`config.mk`:
```
export PLATFORM = sky130hd
export DESIGN_NAME = flash_host
export DESIGN_NICKNAME = d
export VERILOG_FILES = /design/src/design/flash_host_pkg.sv /design/src/design/flash_host.sv
export SDC_FILE = /design/constraint.sdc
export NUM_CORES = 1
export LEC_CHECK = 0
export ABC_AREA = 0
export BUFFER_PORTS_ARGS = -buffer_cell sky130_fd_sc_hd__clkbuf_2
export CORE_MARGIN = 4
export CORE_UTILIZATION = 42
export CTS_BUF_LIST = sky130_fd_sc_hd__clkbuf_16
export DETAILED_ROUTE_END_ITERATION = 10
export PLACE_DENSITY = 0.63
export SYNTH_ARGS = -nofsm -noshare
export SYNTH_HDL_FRONTEND = slang
export SYNTH_SLANG_ARGS = --single-unit
```
`constraint.sdc`:
```
create_clock -name mclk -period 3.1 [get_ports mclk]
set_input_delay 0 -clock mclk [delete_from_list [all_inputs] [get_ports mclk]]
set_output_delay 0 -clock mclk [all_outputs]
set_load 0.03 [all_outputs]
```
`src/design/flash_host_pkg.sv`:
```
// constants of the flash host controller: register map, command words, timing
// assumes a 100 MHz mclk and a byte-wide parallel flash with 19 address lines
package flash_host_pkg;
	// register byte offsets on the Avalon-MM slave
	localparam logic [3:0]  REG_CMD    = 4'h0;
	localparam logic [3:0]  REG_ADDR   = 4'h4;
	localparam logic [3:0]  REG_WDATA  = 4'h8;
	localparam logic [3:0]  REG_STATUS = 4'hc;
	// status field positions
	localparam int ST_BUSY    = 0;
	localparam int ST_WINOPEN = 1;
	localparam int ST_REFUSED = 2;
	localparam int ST_RDATA   = 8;
	// operation codes written to REG_CMD[3:0]
	localparam logic [3:0] OP_READ     = 4'h0;
	localparam logic [3:0] OP_RESET    = 4'h1;
	localparam logic [3:0] OP_AUTOSEL  = 4'h2;
	localparam logic [3:0] OP_PROGRAM  = 4'h3;
	localparam logic [3:0] OP_CHIPERA  = 4'h4;
	localparam logic [3:0] OP_SECTERA  = 4'h5;
	localparam logic [3:0] OP_SECTADD  = 4'h6;
	localparam logic [3:0] OP_SUSPEND  = 4'h7;
	localparam logic [3:0] OP_RESUME   = 4'h8;
	// bus cycle words
	localparam logic [18:0] UNLOCK1_ADDR = 19'h00555;
	localparam logic [18:0] UNLOCK2_ADDR = 19'h002aa;
	localparam logic [7:0]  UNLOCK1_DATA = 8'haa;
	localparam logic [7:0]  UNLOCK2_DATA = 8'h55;
	localparam logic [7:0]  CMD_RESET    = 8'hf0;
	localparam logic [7:0]  CMD_AUTOSEL  = 8'h90;
	localparam logic [7:0]  CMD_PROGRAM  = 8'ha0;
	localparam logic [7:0]  CMD_ERASE    = 8'h80;
	localparam logic [7:0]  CMD_CHIPERA  = 8'h10;
	localparam logic [7:0]  CMD_SECTERA  = 8'h30;
	localparam logic [7:0]  CMD_SUSPEND  = 8'hb0;
	localparam logic [7:0]  CMD_RESUME   = 8'h30;
	localparam int          SECT_LSB     = 16;
	// timing
	localparam int CLK_PERIOD_NS = 10;
	localparam int T_WP_NS       = 40;
	localparam int T_ACC_NS      = 70;
	localparam int T_WIN_US      = 50;
	localparam int WP_CYC        = (T_WP_NS + CLK_PERIOD_NS - 1) / CLK_PERIOD_NS;
	localparam int ACC_CYC       = (T_ACC_NS + CLK_PERIOD_NS - 1) / CLK_PERIOD_NS + 2;
	localparam int WIN_CYC       = T_WIN_US * 1000 / CLK_PERIOD_NS;
	localparam int CMD_SYNC      = 2;
endpackage

```
`src/design/flash_host.sv`:
```
// host controller that drives a parallel NOR flash through its strobes
// assumes software on Avalon-MM (waitrequest) and the flash pins wired directly;
// dq is split into in/out/enable, the bench resolves the wire
`timescale 1ns/100ps
`default_nettype none
module flash_host #(
	parameter int WIN_CYCLES = flash_host_pkg::WIN_CYC
) (
	input  wire logic        mclk,
	input  wire logic        rstn,
	input  wire logic        en,
	input  wire logic [3:0]  avs_address,
	input  wire logic        avs_read,
	input  wire logic        avs_write,
	input  wire logic [31:0] avs_writedata,
	output logic      [31:0] avs_readdata,
	output logic             avs_waitrequest,
	output logic      [18:0] flash_addr,
	input  wire logic [7:0]  flash_dq_in,
	output logic      [7:0]  flash_dq_out,
	output logic             flash_dq_oe,
	output logic             chip_enable_n,
	output logic             write_enable_n,
	output logic             output_enable_n
);
	generate
		if (WIN_CYCLES < 2 || WIN_CYCLES > 65535) begin : g_bad
			$error("WIN_CYCLES out of range");
		end
	endgenerate

	typedef enum logic [5:0] {
		S_IDLE   = 6'h01,
		S_SETUP  = 6'h02,
		S_STROBE = 6'h04,
		S_HOLD   = 6'h08,
		S_RDWAIT = 6'h10,
		S_RDTAKE = 6'h20
	} state_t;

	state_t      state_q;
	logic [3:0]  op_q;
	logic [2:0]  step_q;
	logic [7:0]  cnt_q;
	logic [18:0] addr_q;
	logic [7:0]  wdata_q;
	logic [7:0]  rdata_q;
	logic [7:0]  dq_s1_q;
	logic [7:0]  dq_s2_q;
	logic [15:0] win_q;
	logic        win_act_q;
	logic        refused_q;
	logic        rd_ack_q;
	logic        cmd_wr;
	logic        win_open;
	logic        busy;

	// number of write cycles of each operation; zero means a read cycle
	function automatic logic [2:0] op_len(input logic [3:0] op);
		unique case (op)
			flash_host_pkg::OP_RESET,
			flash_host_pkg::OP_SUSPEND,
			flash_host_pkg::OP_RESUME,
			flash_host_pkg::OP_SECTADD: op_len = 3'h1;
			flash_host_pkg::OP_AUTOSEL: op_len = 3'h3;
			flash_host_pkg::OP_PROGRAM: op_len = 3'h4;
			flash_host_pkg::OP_CHIPERA,
			flash_host_pkg::OP_SECTERA: op_len = 3'h6;
			default:                    op_len = 3'h0;
		endcase
	endfunction

	// address and data of one bus write step
	function automatic logic [26:0] step_word(input logic [3:0] op, input logic [2:0] step,
			input logic [18:0] a, input logic [7:0] d);
		logic [18:0] sa;
		sa = {a[18:16], 16'h0000};
		step_word = {flash_host_pkg::UNLOCK1_ADDR, flash_host_pkg::UNLOCK1_DATA};
		if (op == flash_host_pkg::OP_RESET)
			step_word = {19'h00000, flash_host_pkg::CMD_RESET};
		else if (op == flash_host_pkg::OP_SUSPEND)
			step_word = {19'h00000, flash_host_pkg::CMD_SUSPEND};
		else if (op == flash_host_pkg::OP_RESUME)
			step_word = {19'h00000, flash_host_pkg::CMD_RESUME};
		else if (op == flash_host_pkg::OP_SECTADD)
			step_word = {sa, flash_host_pkg::CMD_SECTERA};
		else if (step == 3'h1 || step == 3'h4)
			step_word = {flash_host_pkg::UNLOCK2_ADDR, flash_host_pkg::UNLOCK2_DATA};
		else if (step == 3'h2) begin
			unique case (op)
				flash_host_pkg::OP_AUTOSEL: step_word[7:0] = flash_host_pkg::CMD_AUTOSEL;
				flash_host_pkg::OP_PROGRAM: step_word[7:0] = flash_host_pkg::CMD_PROGRAM;
				default:                    step_word[7:0] = flash_host_pkg::CMD_ERASE;
			endcase
		end else if (step == 3'h3 && op == flash_host_pkg::OP_PROGRAM)
			step_word = {a, d};
		else if (step == 3'h5 && op == flash_host_pkg::OP_CHIPERA)
			step_word[7:0] = flash_host_pkg::CMD_CHIPERA;
		else if (step == 3'h5)
			step_word = {sa, flash_host_pkg::CMD_SECTERA};
	endfunction

	assign busy     = (state_q != S_IDLE);
	assign win_open = win_act_q && (win_q < WIN_CYCLES[15:0]);
	assign cmd_wr   = en && avs_write && !busy && (avs_address == flash_host_pkg::REG_CMD);
	// a command write stalls until the previous operation has finished
	assign avs_waitrequest = (avs_write && busy && avs_address == flash_host_pkg::REG_CMD)
		|| (avs_read && !rd_ack_q);

	always_ff @(posedge mclk or negedge rstn) begin
		if (!rstn) begin
			addr_q  <= 19'h00000;
			wdata_q <= 8'h00;
		end else if (en && avs_write && avs_address == flash_host_pkg::REG_ADDR) begin
			addr_q <= avs_writedata[18:0];
		end else if (en && avs_write && avs_address == flash_host_pkg::REG_WDATA) begin
			wdata_q <= avs_writedata[7:0];
		end
	end

	always_ff @(posedge mclk or negedge rstn) begin
		if (!rstn) begin
			rd_ack_q     <= 1'b0;
			avs_readdata <= 32'h00000000;
		end else if (en) begin
			rd_ack_q <= avs_read && !rd_ack_q;
			unique case (avs_address)
				flash_host_pkg::REG_ADDR:   avs_readdata <= {13'h0000, addr_q};
				flash_host_pkg::REG_WDATA:  avs_readdata <= {24'h000000, wdata_q};
				flash_host_pkg::REG_STATUS: avs_readdata <= {16'h0000, rdata_q, 5'h00,
					refused_q, win_open, busy};
				default:                    avs_readdata <= 32'h00000000;
			endcase
		end
	end

	// pin inputs pass two flip-flops
	always_ff @(posedge mclk or negedge rstn) begin
		if (!rstn) begin
			dq_s1_q <= 8'h00;
			dq_s2_q <= 8'h00;
		end else if (en) begin
			dq_s1_q <= flash_dq_in;
			dq_s2_q <= dq_s1_q;
		end
	end

	// a sector addition outside the open window is refused, not sent
	always_ff @(posedge mclk or negedge rstn) begin
		if (!rstn)
			refused_q <= 1'b0;
		else if (en && cmd_wr)
			refused_q <= (avs_writedata[3:0] == flash_host_pkg::OP_SECTADD) && !win_open;
	end

	// window timer restarts at the rising write strobe of the last sector erase or addition step; the last step of any other write op stops it
	always_ff @(posedge mclk or negedge rstn) begin
		if (!rstn) begin
			win_act_q <= 1'b0;
			win_q     <= 16'h0000;
		end else if (en) begin
			if (state_q == S_STROBE && cnt_q == 8'h00 && step_q == op_len(op_q) - 3'h1) begin
				win_act_q <= (op_q == flash_host_pkg::OP_SECTERA) || (op_q == flash_host_pkg::OP_SECTADD);
				win_q     <= 16'h0000;
			end else if (win_act_q && win_q != 16'hffff) begin
				win_q <= win_q + 16'h0001;
			end
		end
	end

	always_ff @(posedge mclk or negedge rstn) begin
		if (!rstn) begin
			state_q         <= S_IDLE;
			op_q            <= flash_host_pkg::OP_READ;
			step_q          <= 3'h0;
			cnt_q           <= 8'h00;
			rdata_q         <= 8'h00;
			flash_addr      <= 19'h00000;
			flash_dq_out    <= 8'h00;
			flash_dq_oe     <= 1'b0;
			chip_enable_n   <= 1'b1;
			write_enable_n  <= 1'b1;
			output_enable_n <= 1'b1;
		end else if (en) begin
			unique case (state_q)
				S_IDLE: if (cmd_wr && !((avs_writedata[3:0] == flash_host_pkg::OP_SECTADD) && !win_open)) begin
					op_q   <= avs_writedata[3:0];
					step_q <= 3'h0;
					state_q <= S_SETUP;
				end
				S_SETUP: begin
					chip_enable_n <= 1'b0;
					if (op_len(op_q) == 3'h0) begin
						flash_addr      <= addr_q;
						output_enable_n <= 1'b0;
						cnt_q           <= 8'(flash_host_pkg::ACC_CYC);
						state_q         <= S_RDWAIT;
					end else begin
						{flash_addr, flash_dq_out} <= step_word(op_q, step_q, addr_q, wdata_q);
						flash_dq_oe     <= 1'b1;
						output_enable_n <= 1'b1;
						cnt_q           <= 8'(flash_host_pkg::WP_CYC);
						state_q         <= S_STROBE;
					end
				end
				S_STROBE: begin
					write_enable_n <= 1'b0;
					if (cnt_q == 8'h00) begin
						write_enable_n <= 1'b1;
						state_q        <= S_HOLD;
					end else
						cnt_q <= cnt_q - 8'h01;
				end
				S_HOLD: begin
					chip_enable_n <= 1'b1;
					flash_dq_oe   <= 1'b0;
					if (step_q == op_len(op_q) - 3'h1)
						state_q <= S_IDLE;
					else begin
						step_q  <= step_q + 3'h1;
						state_q <= S_SETUP;
					end
				end
				S_RDWAIT: if (cnt_q == 8'h00) state_q <= S_RDTAKE;
					else cnt_q <= cnt_q - 8'h01;
				S_RDTAKE: begin
					rdata_q         <= dq_s2_q;
					chip_enable_n   <= 1'b1;
					output_enable_n <= 1'b1;
					state_q         <= S_IDLE;
				end
				default: state_q <= S_IDLE;
			endcase
		end
	end
endmodule
`default_nettype wire

```
==> results.ini <==
[run_status]
status = complete, no violations

[synthesis]
synth_top_area_frac = 0.497
synth_edf_count = 0
synthCells = 623
yosys_warnings = 0
yosysSeqAreaShare = 0.513
yosys_most_used_dff = dfrtp_1
synth.largest_area_cell = dfrtp_1
async_reset_ff_frac = 1.00
avgSynthCellArea_sq_um = 11.1
synth_area_leaders = dfrtp_1 (50%), mux2_2 (9.6%), nand2_1 (3.1%), ha_1 (2.5%), o2bb2ai_1 (2.3%)
ys_ff_latch = 141
synth.distinct_cells = 69
synth_area_sq_mm = 0.00689

[cts]
numCtsBuffers = 17
post-cts-setup-buffer-count = 0
clkTransAtPathRegs_ns = 0.06
clk_latency_ns = 0.42
cts_max_path_buffers = 2
clock-sinks = 141
cts-resized-gates = 0
cts-root-buf = clkbuf_16
htree_levels = 4
cts_tree = built

[power_and_ir_drop]
powerDensity_mw_per_mm2 = 701
ir_worst_vdd_mv = 0.405
p_leak_nw = 3.88

[finish]
layout_common_cells = dfrtp_1 (137), clkbuf_2 (85), mux2_2 (59), nand2_1 (57), nor2_1 (35)
drive_gt1_frac = 0.269
syn_to_final_growth_pct = 21.9
final_common_cell = dfrtp_1
nFillCells = 1461
nets = 805

[sta]
drv_slew = 0
max_clock_freq_mhz = 361
slew_headroom = 0.518
rsz0062_at_grt = no
skew_ns = 0.00841
setup_violations = 0
finalHoldViolations = 0
layout_setup_ws_ns = 0.330
fin_tns_setup_ns = 0
layout_min_cycle_time_ns = 2.77
tightestPinTransition_ns = 0.722
fin_crit_sh = 0.893

[routing]
drt_iter0_drc = 374
drtPass1Iterations = 7
vias = 5358
postRouteAntennaNets = 0
vias_per_cell = 5.51
wl_per_cell_microns = 17.8
drcViolationCount = 0
wl_microns = 17300

[grt]
grtUsageTotal = 0.199
grt_overflow = 0
grt_pass1_vias = 5565
grt_pass1_wl_microns = 28800
antenna_found_initial = 1
grt_max_degree = 80

[floorplan]
die_w_microns = 136
core_area_sq_mm = 0.0160
pin_count = 113
die_h_microns = 136
die_area_sq_mm = 0.0185
num_rows = 46
initial_core_util = 0.431

[critical_path]
cp.arrival_ns = 3.13
critPathLaunchType = register
crit_required_ns = 3.46
critPathKind = register to register
reg2reg_setup_slack_ns = 0.33
end_kind = register
worstPathMaxFanout = 8

[placed_design]
dp_hpwl_microns = 12400
place.gp.congestion = 0.872
io_buffer_count = 86
place_ws_ns = 0.316

[job]
max_cap_violations = 0

[hold_path]
worstHoldPathType = input pin to register

[final timing paths]
check                                           start                           to  depth (start not counted)
min in group asynchronous                        rstn  avs_readdata[5]$_DFFE_PN0P_                          2
max in group asynchronous                        rstn   write_enable_n$_DFFE_PN1P_                          3
hold / removal                         avs_address[2]  avs_readdata[0]$_DFFE_PN0P_                          4
setup reg to reg                  op_q[1]$_DFFE_PN0P_    flash_addr[5]$_DFFE_PN0P_                         10
hold reg to reg            write_enable_n$_DFFE_PN1P_   write_enable_n$_DFFE_PN1P_                          2
setup / recovery                  op_q[1]$_DFFE_PN0P_    flash_addr[5]$_DFFE_PN0P_                         10
[cells by family after synthesis]
family,share of synthesized area
and+or+nand+nor,0.144
DFF,0.513
xor gates and xnor gates,0.0191
other,0.000544
muxes,0.117
buffers and inverters,0.0428
AOI/OAI and AO/OA,0.139
adders and majority gates,0.0254
[layout make-up]
cell class / instances / area (sq um) / share of cell area
Clock inverter: 15 / 149 / 0.0177
Multi-Input combinational cell: 434 / 3110 / 0.370
Inverter: 17 / 63.8 / 0.00760
Clock buffer: 17 / 425 / 0.0506
Tap cell: 216 / 270 / 0.0322
Timing Repair Buffer: 131 / 847 / 0.101
Antenna cell: 1 / 2.50 / 0.000298
Sequential cell: 141 / 3530 / 0.421
[through the flow]
| step | instances | util | total power, mW | hold slack, ns | area [sq um] |
|---|---|---|---|---|---|
| finish | 972 | 0.525 | 5.88 | 0.0866 | 8400 |
| CTS | 971 | 0.525 | 5.93 | 0.0752 | 8400 |
| floorplan | 635 | - | 3.46 | -0.296 | 6940 |
| global placement | 910 | 0.471 | 3.86 | 0.0808 | 7530 |
| global route | 972 | 0.525 | 6.23 | 0.106 | 8400 |
| detailed placement | 910 | 0.471 | 3.91 | 0.0903 | 7530 |
[synth_stat cells (4+ instances only)]
master and instances:
a21oi_1 18, a221o_1 11, a22o_1 9, a22oi_1 6, a31oi_1 9, and2_1 6
buf_2 7, buf_4 14, clkbuf_1 17, dfrtp_1 137, dfstp_2 4, ha_1 14
inv_1 17, mux2_2 59, mux2i_1 14, nand2_1 57, nand2b_1 8, nand3_1 12
nand4_1 10, nor2_1 35, nor2b_1 4, nor3_1 12, nor3b_1 4, nor4_1 5
o211ai_1 5, o21ai_0 23, o2bb2ai_1 18, o31ai_1 5, or3_1 11, xnor2_1 6
xor2_1 9
[flip-flops by register name, indices dropped and copies added, names as in the netlist, 3 cells and up]
signal,flops
addr_q,19
avs_readdata,19
cnt_q,8
dq_s1_q,8
dq_s2_q,8
flash_addr,19
flash_dq_out,8
op_q,4
rdata_q,8
state_q,6
step_q,3
wdata_q,8
win_q,16
[worst max-delay path, stage by stage (launching register included)]
cell	delay, ns
dfrtp_1	0.42
inv_1	0.10
ha_1	0.28
mux2i_1	0.10
o21a_1	0.19
ha_1	0.19
ha_1	0.33
nor2_1	0.18
nand2_1	0.16
nor3_1	0.54
a221o_1	0.20
[metal layers]
| metal | up-vias | wire length (microns) | global-route usage |
|---|---|---|---|
| li1 | 2493 | - | - |
| met1 | 2667 | 7780 | 0.264 |
| met2 | 163 | 8300 | 0.322 |
| met3 | 35 | 825 | 0.0433 |
| met4 | 0 | 449 | 0.0750 |
| met5 | - | 0 | 0 |
[power breakdown]
| group | switching [mW] | internal, mW |
|---|---|---|
| Clock | 0.788 | 1.18 |
| Combinational | 0.856 | 0.603 |
| Sequential | 0.279 | 2.18 |
[repair_timing]
action / in CTS / in global routing
hold buffers: 29 / 0
setup endpoints to repair: 0 / 0
endpoints found under the hold margin: 115 / 0
Power figures use the tool's default switching activity.
